==> src/include/tko_pkg.sv <==
package tko_pkg;
  // clock and time base
  localparam int CLK_MHZ           = 200;
  localparam int MS_TICK_CYCLES    = 1000 * CLK_MHZ;      // one millisecond of mclk
  localparam int STARTUP_MS        = 350;
  localparam int SYNC_QUIET_MS     = 150;
  localparam int LP_PULSE_US       = 150;
  localparam int LP_PULSE_CYCLES   = LP_PULSE_US * CLK_MHZ; // least width, exact
  localparam int STUCK_SHORT_MS    = 10000;               // 10 seconds
  localparam int STUCK_LONG_MS     = 60000;               // 60 seconds
  localparam int LP_RESP_A_MS      = 110;
  localparam int LP_RESP_B_MS      = 200;
  localparam int LP_RESP_C_MS      = 360;
  localparam int NORMAL_RESP_MS    = 25;
  localparam int WAKE_RESP_MS      = 30;
  // detection integrators
  localparam logic [2:0] DI_NORMAL  = 3'h4;               // plain default for normal detect
  localparam logic [2:0] DI_FAST    = 3'h2;
  localparam logic [2:0] DI_RELEASE = 3'h6;
  localparam int NKEYS = 8;

  typedef enum logic [1:0] {
    TKO_SUP_OFF    = 2'h0,
    TKO_SUP_GROUPS = 2'h1,
    TKO_SUP_GLOBAL = 2'h2
  } tko_sup_t;

  typedef enum logic [1:0] {
    TKO_TO_SHORT = 2'h0,
    TKO_TO_LONG  = 2'h1,
    TKO_TO_NONE  = 2'h2,
    TKO_TO_RSVD  = 2'h3
  } tko_timeout_t;

  // burst pair sequencer, gray along idle -> a -> b
  typedef enum logic [1:0] {
    TKO_IDLE    = 2'h0,
    TKO_BURST_A = 2'h1,
    TKO_BURST_B = 2'h3
  } tko_burst_t;

  typedef struct packed {
    logic         simplified;
    tko_sup_t     sup;
    logic         fast;
    tko_timeout_t timeout;
    logic         binary;
    logic         act_low;
    logic         open_drain;
    logic         sync_mode;
    logic [8:0]   lp_resp_ms;
  } tko_cfg_t;

  typedef struct packed {
    logic [7:0] key_out;
    logic [7:0] key_oe_n;
    logic       det_out;
    logic       det_oe_n;
  } tko_pins_t;
endpackage

==> src/rtl/tko_touch_key_ctrl.sv <==
// What this block does
// - straps are sampled once after reset release and then held until the next reset
// - key states stay invalid for 350 ms of calibration after reset
// - full mode suppression straps pick off, off plus fast, two groups, or global
// - timeout straps pick 10 s, 60 s, infinite, or reserved
// - format and polarity straps pick binary or direct, polarity and drive
// - sync straps pick sync mode or low power at 110, 200, 360 ms
// - simplified mode is entered by the key6 sense to key7 option strap
// - in simplified mode one strap picks fast detect off-suppression or global suppression
// - simplified mode fixes direct push-pull high, 200 ms low power, 60 s timeout
// - direct mode drives one output per confirmed key, any number together
// - binary mode shows the reported key index on the three low outputs
// - binary mode keeps the first touched key until it releases
// - binary mode outputs are always push-pull active high
// - binary mode is never used in simplified mode
// - detect line is the or of all keys with the selected drive
// - each sync pulse fires burst a then burst b
// - sync mode free-runs after about 150 ms without pin change
// - low power is entered by a high pulse of at least 150 us
// - low power lasts until a touch, then full speed at 30 ms response
// - pin held high returns to low power when detection ends
// - pin held low keeps normal mode: 25 ms response from reset, 30 ms after a wake
// - binary mode forces the five upper outputs low
// - groups allow one key per group, global allows one key overall
// - fast detect confirms after 2, release needs 6 non-detections
// - stuck timeout runs per key and recalibrates that key only
`timescale 1ns/1ps
`default_nettype none
module tko_touch_key_ctrl #(
  parameter int MS_TICK_CYCLES  = tko_pkg::MS_TICK_CYCLES,
  parameter int LP_PULSE_CYCLES = tko_pkg::LP_PULSE_CYCLES
) (
  input  wire logic       mclk,
  input  wire logic       reset,
  input  wire logic       suppress_strap_lo,
  input  wire logic       suppress_strap_hi,
  input  wire logic       stuck_timeout_strap_lo,
  input  wire logic       stuck_timeout_strap_hi,
  input  wire logic       output_format_strap,
  input  wire logic       output_polarity_strap,
  input  wire logic       sync_lowpower_strap_lo,
  input  wire logic       sync_lowpower_strap_hi,
  input  wire logic       simplified_mode_strap,
  input  wire logic       sync_or_lowpower_pin,
  input  wire logic [7:0] raw_detect,
  input  wire logic       raw_valid,
  output logic            burst_req,
  output logic            burst_group,
  output tko_pkg::tko_pins_t pins,
  output logic [7:0]      recal_req,
  output logic            calib_done,
  output logic            low_power_mode
);
  // key group: keys 0,1,4,5 share bit1 = 0
  function automatic logic key_group(input int k);
    key_group = k[1];
  endfunction

  // strap capture, one clock after reset release
  tko_pkg::tko_cfg_t cfg, next_cfg;
  logic              sampled, next_sampled;
  always_comb begin
    next_cfg     = cfg;
    next_sampled = 1'b1;
    if (!sampled) begin
      next_cfg.simplified = simplified_mode_strap;
      if (simplified_mode_strap) begin
        next_cfg.sup        = suppress_strap_lo ? tko_pkg::TKO_SUP_GLOBAL
                                                : tko_pkg::TKO_SUP_OFF;
        next_cfg.fast       = !suppress_strap_lo;
        next_cfg.timeout    = tko_pkg::TKO_TO_LONG;
        next_cfg.binary     = 1'b0;
        next_cfg.act_low    = 1'b0;
        next_cfg.open_drain = 1'b0;
        next_cfg.sync_mode  = 1'b0;
        next_cfg.lp_resp_ms = 9'(tko_pkg::LP_RESP_B_MS);
      end else begin
        case ({suppress_strap_hi, suppress_strap_lo})
          2'h0: begin next_cfg.sup = tko_pkg::TKO_SUP_OFF;    next_cfg.fast = 1'b0; end
          2'h1: begin next_cfg.sup = tko_pkg::TKO_SUP_OFF;    next_cfg.fast = 1'b1; end
          2'h2: begin next_cfg.sup = tko_pkg::TKO_SUP_GROUPS; next_cfg.fast = 1'b0; end
          default: begin next_cfg.sup = tko_pkg::TKO_SUP_GLOBAL; next_cfg.fast = 1'b0; end
        endcase
        next_cfg.timeout = tko_pkg::tko_timeout_t'({stuck_timeout_strap_hi,
                                                    stuck_timeout_strap_lo});
        next_cfg.binary     = !output_format_strap && !output_polarity_strap;
        next_cfg.act_low    = output_polarity_strap;
        next_cfg.open_drain = !output_format_strap && output_polarity_strap;
        next_cfg.sync_mode  = !sync_lowpower_strap_hi && !sync_lowpower_strap_lo;
        case ({sync_lowpower_strap_hi, sync_lowpower_strap_lo})
          2'h1:    next_cfg.lp_resp_ms = 9'(tko_pkg::LP_RESP_A_MS);
          2'h2:    next_cfg.lp_resp_ms = 9'(tko_pkg::LP_RESP_B_MS);
          default: next_cfg.lp_resp_ms = 9'(tko_pkg::LP_RESP_C_MS);
        endcase
      end
    end
  end
  always_ff @(posedge mclk) begin
    if (reset) begin
      cfg     <= '0;
      sampled <= 1'b0;
    end else begin
      cfg     <= next_cfg;
      sampled <= next_sampled;
    end
  end

  // millisecond tick and startup timer
  logic [17:0] tick_cnt, next_tick_cnt;
  logic        ms_tick;
  logic [8:0]  init_ms, next_init_ms;
  logic        next_calib_done;
  assign ms_tick = (tick_cnt == 18'(MS_TICK_CYCLES - 1));
  always_comb begin
    next_tick_cnt   = ms_tick ? 18'h0_0000 : tick_cnt + 18'h0_0001;
    next_init_ms    = init_ms;
    next_calib_done = calib_done;
    if (ms_tick && !calib_done) begin
      next_init_ms = init_ms + 9'h001;
      if (init_ms == 9'(tko_pkg::STARTUP_MS - 1)) next_calib_done = 1'b1;
    end
  end
  always_ff @(posedge mclk) begin
    if (reset) begin
      tick_cnt   <= '0;
      init_ms    <= '0;
      calib_done <= 1'b0;
    end else begin
      tick_cnt   <= next_tick_cnt;
      init_ms    <= next_init_ms;
      calib_done <= next_calib_done;
    end
  end

  // detection integrators, suppression and stuck-key timers
  logic [7:0]  active, next_active, next_recal;
  logic [2:0]  on_cnt  [8], next_on_cnt  [8];
  logic [2:0]  off_cnt [8], next_off_cnt [8];
  logic [15:0] stuck_ms[8], next_stuck_ms[8];
  always_comb begin
    logic [2:0]  thr;
    logic [15:0] limit;
    logic        busy;
    thr   = cfg.fast ? tko_pkg::DI_FAST : tko_pkg::DI_NORMAL;
    limit = (cfg.timeout == tko_pkg::TKO_TO_SHORT) ? 16'(tko_pkg::STUCK_SHORT_MS)
                                                   : 16'(tko_pkg::STUCK_LONG_MS);
    busy  = 1'b0;
    next_active = active;
    next_recal  = 8'h00;
    for (int k = 0; k < tko_pkg::NKEYS; k++) begin
      next_on_cnt[k]  = on_cnt[k];
      next_off_cnt[k] = off_cnt[k];
      next_stuck_ms[k] = active[k] ? stuck_ms[k] : 16'h0000;
    end
    for (int k = 0; k < tko_pkg::NKEYS; k++) begin
      // occupancy seen by key k, updated as lower keys confirm this cycle
      busy = 1'b0;
      for (int j = 0; j < tko_pkg::NKEYS; j++) begin
        if (j != k && next_active[j]) begin
          if (cfg.sup == tko_pkg::TKO_SUP_GLOBAL) busy = 1'b1;
          if (cfg.sup == tko_pkg::TKO_SUP_GROUPS && key_group(j) == key_group(k))
            busy = 1'b1;
        end
      end
      if (raw_valid && calib_done && key_group(k) == burst_group && burst_req) begin
        if (!active[k]) begin
          next_on_cnt[k] = raw_detect[k] ? on_cnt[k] + 3'h1 : 3'h0;
          if (raw_detect[k] && (on_cnt[k] + 3'h1 >= thr) && !busy) begin
            next_active[k] = 1'b1;
            next_on_cnt[k] = 3'h0;
          end
        end else begin
          next_off_cnt[k] = raw_detect[k] ? 3'h0 : off_cnt[k] + 3'h1;
          if (!raw_detect[k] && off_cnt[k] + 3'h1 >= tko_pkg::DI_RELEASE) begin
            next_active[k]  = 1'b0;
            next_off_cnt[k] = 3'h0;
          end
        end
      end
      // stuck key: only this key is dropped and recalibrated
      if (active[k] && cfg.timeout != tko_pkg::TKO_TO_NONE
          && cfg.timeout != tko_pkg::TKO_TO_RSVD && ms_tick) begin
        next_stuck_ms[k] = stuck_ms[k] + 16'h0001;
        if (stuck_ms[k] + 16'h0001 >= limit) begin
          next_active[k]  = 1'b0;
          next_recal[k]   = 1'b1;
          next_off_cnt[k] = 3'h0;
        end
      end
    end
  end
  always_ff @(posedge mclk) begin
    if (reset) begin
      active    <= '0;
      recal_req <= '0;
      for (int k = 0; k < tko_pkg::NKEYS; k++) begin
        on_cnt[k]   <= '0;
        off_cnt[k]  <= '0;
        stuck_ms[k] <= '0;
      end
    end else begin
      active    <= next_active;
      recal_req <= next_recal;
      for (int k = 0; k < tko_pkg::NKEYS; k++) begin
        on_cnt[k]   <= next_on_cnt[k];
        off_cnt[k]  <= next_off_cnt[k];
        stuck_ms[k] <= next_stuck_ms[k];
      end
    end
  end

  // binary report: first touched key held until it releases
  logic [2:0] rep_idx, next_rep_idx;
  logic       rep_ok, next_rep_ok;
  always_comb begin
    next_rep_idx = rep_idx;
    next_rep_ok  = rep_ok && active[rep_idx];
    if (!next_rep_ok) begin
      for (int k = tko_pkg::NKEYS - 1; k >= 0; k--) begin
        if (active[k]) begin
          next_rep_idx = 3'(k);
          next_rep_ok  = 1'b1;
        end
      end
    end
  end
  always_ff @(posedge mclk) begin
    if (reset) begin
      rep_idx <= '0;
      rep_ok  <= 1'b0;
    end else begin
      rep_idx <= next_rep_idx;
      rep_ok  <= next_rep_ok;
    end
  end

  // pin encoding; before calibration push-pull pins sit at their idle level
  tko_pkg::tko_pins_t next_pins;
  always_comb begin
    logic [7:0] lvl;
    logic       det;
    lvl = 8'h00;
    det = |active && calib_done;
    if (cfg.binary)
      lvl = {5'h00, rep_ok ? rep_idx : 3'h0};
    else
      lvl = calib_done ? active : 8'h00;
    if (cfg.open_drain) begin
      next_pins.key_out  = 8'h00;
      next_pins.key_oe_n = ~lvl;
      next_pins.det_out  = 1'b0;
      next_pins.det_oe_n = ~det;
    end else begin
      next_pins.key_out  = cfg.act_low ? ~lvl : lvl;
      next_pins.key_oe_n = 8'h00;
      next_pins.det_out  = cfg.act_low ? ~det : det;
      next_pins.det_oe_n = 1'b0;
    end
    if (!sampled) next_pins = '{key_out: 8'h00, key_oe_n: 8'hFF, det_out: 1'b0,
                                det_oe_n: 1'b1};
  end
  always_ff @(posedge mclk) begin
    if (reset) pins <= '{key_out: 8'h00, key_oe_n: 8'hFF, det_out: 1'b0, det_oe_n: 1'b1};
    else       pins <= next_pins;
  end

  // sync / low-power pin watch and burst pair sequencer
  tko_pkg::tko_burst_t bst, next_bst;
  logic        pin_d, next_pin_d, sync_pend, next_sync_pend, woke, next_woke;
  logic        next_lp;
  logic [15:0] hi_cnt, next_hi_cnt;
  logic [8:0]  gap_ms, next_gap_ms, quiet_ms, next_quiet_ms;
  assign burst_req   = (bst != tko_pkg::TKO_IDLE);
  assign burst_group = (bst == tko_pkg::TKO_BURST_B);
  always_comb begin
    logic [8:0] period;
    logic       go, hi_full, any;
    period  = 9'h000;
    go      = 1'b0;
    any     = |active;
    hi_full = (hi_cnt == 16'(LP_PULSE_CYCLES));
    next_pin_d  = sync_or_lowpower_pin;
    next_hi_cnt = !sync_or_lowpower_pin ? 16'h0000 : hi_full ? hi_cnt : hi_cnt + 16'h0001;
    next_quiet_ms = (sync_or_lowpower_pin != pin_d) ? 9'h000 :
                    (ms_tick && quiet_ms != 9'(tko_pkg::SYNC_QUIET_MS)) ?
                    quiet_ms + 9'h001 : quiet_ms;
    next_sync_pend = sync_pend || (cfg.sync_mode && sync_or_lowpower_pin && !pin_d);
    next_woke = woke;
    next_lp   = low_power_mode;
    if (cfg.sync_mode || !sampled) next_lp = 1'b0;
    else if (any) begin
      next_lp = 1'b0;
      if (low_power_mode) next_woke = 1'b1;
    end else if (next_hi_cnt == 16'(LP_PULSE_CYCLES)) begin
      next_lp   = 1'b1;
      next_woke = 1'b0;
    end
    period = low_power_mode ? cfg.lp_resp_ms :
             woke ? 9'(tko_pkg::WAKE_RESP_MS) : 9'(tko_pkg::NORMAL_RESP_MS);
    if (cfg.sync_mode)
      go = sync_pend || (quiet_ms == 9'(tko_pkg::SYNC_QUIET_MS) && gap_ms >= period);
    else
      go = gap_ms >= period;
    next_gap_ms = (ms_tick && gap_ms != 9'h1FF) ? gap_ms + 9'h001 : gap_ms;
    next_bst = bst;
    case (bst)
      tko_pkg::TKO_IDLE: begin
        if (go && sampled) begin
          next_bst       = tko_pkg::TKO_BURST_A;
          next_gap_ms    = 9'h000;
          // a sync edge landing on the start of a pair is kept for the next pair
          next_sync_pend = cfg.sync_mode && sync_or_lowpower_pin && !pin_d;
        end
      end
      tko_pkg::TKO_BURST_A: if (raw_valid) next_bst = tko_pkg::TKO_BURST_B;
      tko_pkg::TKO_BURST_B: if (raw_valid) next_bst = tko_pkg::TKO_IDLE;
      default: next_bst = tko_pkg::TKO_IDLE;
    endcase
  end
  always_ff @(posedge mclk) begin
    if (reset) begin
      bst <= tko_pkg::TKO_IDLE;
      pin_d <= 1'b0;
      sync_pend <= 1'b0;
      woke <= 1'b0;
      low_power_mode <= 1'b0;
      hi_cnt <= '0;
      gap_ms <= '0;
      quiet_ms <= '0;
    end else begin
      bst <= next_bst;
      pin_d <= next_pin_d;
      sync_pend <= next_sync_pend;
      woke <= next_woke;
      low_power_mode <= next_lp;
      hi_cnt <= next_hi_cnt;
      gap_ms <= next_gap_ms;
      quiet_ms <= next_quiet_ms;
    end
  end
endmodule // tko_touch_key_ctrl
`default_nettype wire

==> config.mk <==
export PLATFORM = sky130hd
export DESIGN_NAME = tko_touch_key_ctrl
export DESIGN_NICKNAME = d
export VERILOG_FILES = /design/src/include/tko_pkg.sv /design/src/rtl/tko_touch_key_ctrl.sv
export SDC_FILE = /design/constraint.sdc
export NUM_CORES = 1
export LEC_CHECK = 0
export ABC_CLOCK_PERIOD_IN_PS = 4450
export BUFFER_PORTS_ARGS = -buffer_cell sky130_fd_sc_hd__buf_2
export CAP_MARGIN = 0
export CELL_PAD_IN_SITES_DETAIL_PLACEMENT = 1
export CELL_PAD_IN_SITES_GLOBAL_PLACEMENT = 2
export CORE_AREA = 10 10 235 237
export CTS_BUF_LIST = sky130_fd_sc_hd__clkbuf_8
export DETAILED_ROUTE_END_ITERATION = 10
export DIE_AREA = 0 0 245 247
export GPL_TIMING_DRIVEN = 0
export PLACE_DENSITY_LB_ADDON = 0.12
export SETUP_SLACK_MARGIN = 0.3
export SYNTH_ARGS = -nofsm -noshare
export SYNTH_HDL_FRONTEND = slang
export SYNTH_SLANG_ARGS = --single-unit
==> constraint.sdc <==
create_clock -name mclk -period 4.45 [get_ports mclk]
set_input_delay 0.2225 -clock mclk [delete_from_list [all_inputs] [get_ports mclk]]
set_output_delay 0.2225 -clock mclk [all_outputs]
set_load 0.03 [all_outputs]
* Yosys cells after proc, flatten, opt, wreduce, memory -nomap -nowiden
Memories as Yosys holds them, arrays and structs flattened.
Index checks and enable logic that the tools add are counted.
** Storage, ports and cells
- Flip-flop bits (word level) :: 125
- RAM bits :: 176
- Bits of input ports :: 21
- Word-level logic and storage cells :: 583
- Memories :: 3
** Memory list
- stuck_ms :: words 8, width 16, rd ports 8, clocked after memory_dff 0, write ports 8, line tko_touch_key_ctrl.sv:139 : logic [15:0] stuck_ms[8], next_stuck_ms[8];
- off_cnt :: words 8, width 3, rd ports 8, clocked after memory_dff 0, write ports 8, line tko_touch_key_ctrl.sv:138 : logic [2:0] off_cnt [8], next_off_cnt [8];
- on_cnt :: words 8, width 3, rd ports 8, clocked after memory_dff 0, write ports 8, line tko_touch_key_ctrl.sv:137 : logic [2:0] on_cnt [8], next_on_cnt [8];
** Cells by class
- $add $sub $neg :: 29
- Order comparisons :: 26
- Equality and inequality tests :: 22
- Muxes and demuxes :: 314
- Bitwise logic cells :: 38
- Reduce and logical (&&, ||, !) cells :: 116
** Operators by type and width (number)
- $mux 16 :: 27
- $mux 3 :: 107
- $mux 1 :: 163
- $add 16x1->16 const B :: 9
- $ge 16x16->1 :: 8
- $logic_and 1x1->1 :: 65
- $add 3x1->3 const B :: 16
- $mux 9 :: 4
- $eq 16x15->1 const B :: 2
- $add 9x1->9 const B :: 3
- $ge 3x3->1 :: 8
- $ge 3x3->1 const B :: 8
- $logic_not 1->1 :: 24
- $mux 8 :: 3
- $or 1x1->1 :: 24
- $reduce_or 2->1 :: 11
- $add 18x1->18 const B :: 1
- $eq 18x18->1 const B :: 1
- $mux 18 :: 1
- $pmux 9 s2 :: 1
- $not 1->1 :: 13
- $ne 2x2->1 const B :: 6
- $mux 10 :: 1
- $reduce_or 10->1 :: 1
- 22 further kinds :: 38

* Longest topological paths before layout
- Word-level depth :: 132
- Mapped depth :: 18

* Worst setup path after synthesis
No wires, ideal clock.
- Path kind :: register to register
- From :: register cfg[14] in the netlist's numbering
- To :: memory on_cnt[4][1] (netlist: on_cnt[1][1])
- Library setup time :: 0.128 ns
- Data arrival time :: 4.296 ns
- Path slack :: 0.027 ns
- Cell stages (with the launch flop) :: 16
- Path buffers :: 1
- Period minus slack after synthesis :: 4.423 ns
- Path through :: dfxtp_1 > clkbuf_1 > or2_2 > inv_1 > ha_1 > a211oi_1 > nand2_1 > nor4b_1 > o311ai_0 > and4bb_2 > o22a_2 > o2111ai_2 > o221ai_4 > o311a_1 > a22oi_1 > nor2_1
** RTL lines
- start: declaration :: line tko_touch_key_ctrl.sv:60 : tko_pkg::tko_cfg_t cfg, next_cfg;
- start signal: assignment :: line tko_touch_key_ctrl.sv:103 : cfg <= next_cfg;
- end: declaration :: line tko_touch_key_ctrl.sv:137

==> summary.md <==
| Metric | Value |
|---|---|
| Area grow syn2layout | 18.93% |
| Core Region | between 50,000 and 60,000 um2 |
| Design Power | roughly 6000 uW |
| IO buf count | 48 |
| IO Count | 51 |
| Clock transition at path regs | 0.06 ns |
| N_diodes | 0 |
| Fraction of layout cells with a size suffix above 1 | 12.47% |
| Sequential share of the synthesized area | about a third |
| Global-route wire length before repair | 87,340 um |
| Setup-failing EPs final | 0 |
| Sw Share | 25.48% |
| Routed wire length | approximately 54,000 um |
| Drt pass-1 iters | 4 |
| Max VDD drop | approximately 0.00017 V |
| Clk root buf | clkbuf_8 |
| Largest net degree at the start of global routing | 18 |
| Final routed DRC violation total | 0 |
| Remaining antenna violation count | 0 |
| GRT overflow | 0 |
| Yosys reg bits | between 200 and 300 |
| RSZ-0062 raised after global routing | false |
| WP buf/inv | 1 |
| Avg Cell Area, Syn | about 8.1 um2 |
| Max Clk Rate | approximately 250 MHz |
| HPWL after detailed placement | about 38,000 um |
| Synth cell types | approximately 80 |
| Ranking of synthesized cells by area | dfxtp_1, ha_1, nor2_1 |
| TNS Setup | 0 ns |
| Critical path's largest stage delay | approximately 0.44 ns |
| FFs w/ async S/R, synth | 0% |
| Power per cell area | about 290 nW/um2 |
| Via density | between 5 and 6 |
| Req. time, crit path | slightly above 5 ns |
| Slew at the pin closest to its max-slew limit | ~1.4 ns |
| Final Hold Fails | 0 |
| Comb power frac | under 10% |
| Fin crit share | between 80% and 90% |
| Total GRT Usage | around 18% |
| Post-synth EDFFs | 0 |
| CP delay by family, top | compound AO/OA/AOI/OAI gates |
| Leading area contributor after synthesis | dfxtp_1 |
| Placed cell count | slightly below 3,000 |
| Crit Path Class | register to register |
| Slew Limit Headroom | approximately 9.0% |
| Top Layer Used | met4 |
| Leak | 0.007752 uW |
| Syn nets | 2,327 |
| Placed Area | roughly 19,000 um2 |
| Synth Cell Area | about 17,000 um2 |
| Sequential power share | between 40 and 50% |
| Starting density of the core | around a third |
| Fin cells | ~3,000 |
| Die height | between 200 and 250 um |
| Slowest stage cell, crit path | o32a_2 |
| Crit path cell chain | clkbuf_4, nand4_1, nor2_2, and3_1, xor2_1, ha_1, a21oi_2, nand2_1, mux2i_2, nor3_1, o211a_1, o32a_2, a21oi_4, o221ai_4, o211ai_2, a211oi_4, o41ai_2 |
| Synth Flop Type | dfxtp_1 |
| Cts bufs inserted | 59 |
| Clock Power Share | 49.9% |
| Clock buffer depth | 3 |
| Net Sw Power | 1510 uW |
| Routed met3 length | around 1700 um |
| 1st-iter DRT viols | 567 |
| CP Launch Type | register |
| Share of Yosys cell area claimed by the top area cell type | between 30% and 40% |
| Clock latency on the worst-skew pair | approximately 0.70 ns |
| Met2 wire length | between 20,000 and 30,000 um |
| Outcome | finished, final reports clean |
| Tightest Hold Check Type | input port to register |
| # rows | 83 |
| Post-Syn Instances | between 2,000 and 2,500 |
| WHS | ~0.11 ns |
| Antenna violations before repair | 0 |
| Arrival @ worst endpoint | approximately 4.5 ns |
| CTS tree | done |
| Post-layout min period | ~4 ns |
| Worst Skew | about 0.035 ns |
| Vias in the first global route | approximately 16,000 |
| Int Power | 4417 uW |
| Setup crit end kind | register |
| Final Max Tran Viols | 0 |
| Vias post-DR | between 15,000 and 20,000 |
| Fin area | 20,740 um2 |
| H-tree depth | 2 |
| WL per Instance | approximately 18 um |
| Final nets | 2,499 |
| Worst-path fanout max | 8 |
| Sink Count | 297 |
| Die area | between 60,000 and 70,000 um2 |
| Max-cap violation count | 0 |
| DIE WIDTH | 245 um |
| Synth warnings | 0 |
| M1 wire length | ~25,000 um |
| Placer Congestion | 0.8117 |
==> synth_stat cells (22+ instances only) <==
cell      count
clkbuf_1     67
nor2_1      340
nand2b_1     23
nand3_1      94
inv_1        64
nor3_1       71
and3_1       29
xnor2_1     122
ha_1        143
o21ai_0      70
nor4_1       22
or3_1        34
dfxtp_1     297
xor2_1      143
nand2_1     229
nand4_1      49
a21oi_1     120
==> registers in the layout, summed over array words and instances, names as in the netlist, 9 cells and up <==
signal and cells:
tick_cnt 18, pins 18, quiet_ms 9, gap_ms 9, cfg 14, off_cnt 24
on_cnt 24, init_ms 9, hi_cnt 16, stuck_ms 128
==> layout by cell type (no fill, tap or decap), types with 8 or more instances in the layout <==
master         netlist  final
nor2_1             340    329
dfxtp_1            297    283
nand2_1            229    229
xor2_1             143    142
ha_1               143    137
xnor2_1            122    121
a21oi_1            120    119
nand3_1             94     89
inv_1               64     81
o21ai_0             70     69
nor3_1              71     69
clkbuf_8             0     65
clkbuf_1            67     59
buf_2                2     51
nand4_1             49     49
buf_4                0     39
or3_1               34     34
and3_1              29     28
nand2b_1            23     23
nor4_1              22     20
dlygate4sd3_1        0     18
a21o_1              15     15
nor2b_1             14     14
clkinv_2             0     14
or2_2               13     13
nor4b_1             13     12
o211ai_1            12     12
and2_1              12     10
dfxtp_2              0     10
mux2i_1             11      9
a31oi_1             10      9
buf_1                8      8
nor3b_1              9      8
==> logic make-up after synthesis <==
group / share of synthesized area [%]
AOI/OAI and AO/OA: 11.49
xor gates and xnor gates: 13.31
adders and majority gates: 10.26
buffers and inverters: 3.071
DFF: 34.09
muxes: 1.212
and+or+nand+nor: 26.57
==> path summary, 6_finish.rpt <==
check,from,endpoint,slack [ns],depth (start not counted)
worst max-delay path,stuck_ms[0][9]$_SDFFE_PP0P_,on_cnt[1][10]$_SDFFE_PP0P_,0.50,17
worst min-delay path,reset,on_cnt[1][11]$_SDFFE_PP0P_,0.11,4
worst max register to register,stuck_ms[0][9]$_SDFFE_PP0P_,on_cnt[1][10]$_SDFFE_PP0P_,0.50,17
worst min register to register,tick_cnt[0]$_SDFF_PP0_,tick_cnt[0]$_SDFF_PP0_,0.47,1
==> worst min-delay path, stage by stage <==
cell and delay, ns:
buf_2 0.18, nor4b_1 0.10, a21oi_1 0.14, o22ai_1 0.09
==> through the flow <==
step	setup WS [ns]	util, %
final	0.5008	40.93
after global routing	0.2766	40.93
after CTS	0.3054	40.19
after detailed placement	-1.615	36.60
after global placement	-1.498	36.60
after floorplan	0.3271	-
==> layout make-up <==
| class | instances | area [um2] |
|---|---|---|
| clock buffer | 65 | 894.6 |
| fill | 6208 | 29940 |
| inverter | 65 | 247.7 |
| timing repair inverter | 3 | 20.02 |
| multi-input combinational | 1725 | 11360 |
| tap | 680 | 850.8 |
| buffer | 77 | 315.3 |
| clock inverter | 42 | 346.6 |
| timing repair buffer | 107 | 735.7 |
| sequential | 297 | 5973 |
==> power groups by stage <==
stage	clock network, uW	registers (uW)	logic [uW]
6_report	2960	2690	284
3_5_place_dp	0	2750	240
3_3_place_gp	0	2750	233
4_1_cts	3090	2690	284
5_1_grt	3210	2690	321
2_1_floorplan	0	2750	139
==> routing by layer <==
layer  global-route usage (%)  vias to the layer above
met5                        0                        -
met4                    6.667                        0
met3                    2.795                       98
met2                    30.88                      178
met1                    21.78                     7599
li1                         -                     7846
==> timing repair <==
item                                    in CTS  in global routing
gates resized for setup                     46                 69
endpoints found under the setup margin      61                 17
setup buffers                               28                 13
cloned                                       4                  0
hold endpoints to repair                    44                  0
pin swaps                                   11                 25
hold buffers                                18                  0
Note: power is estimated with default switching activity, not from simulation.
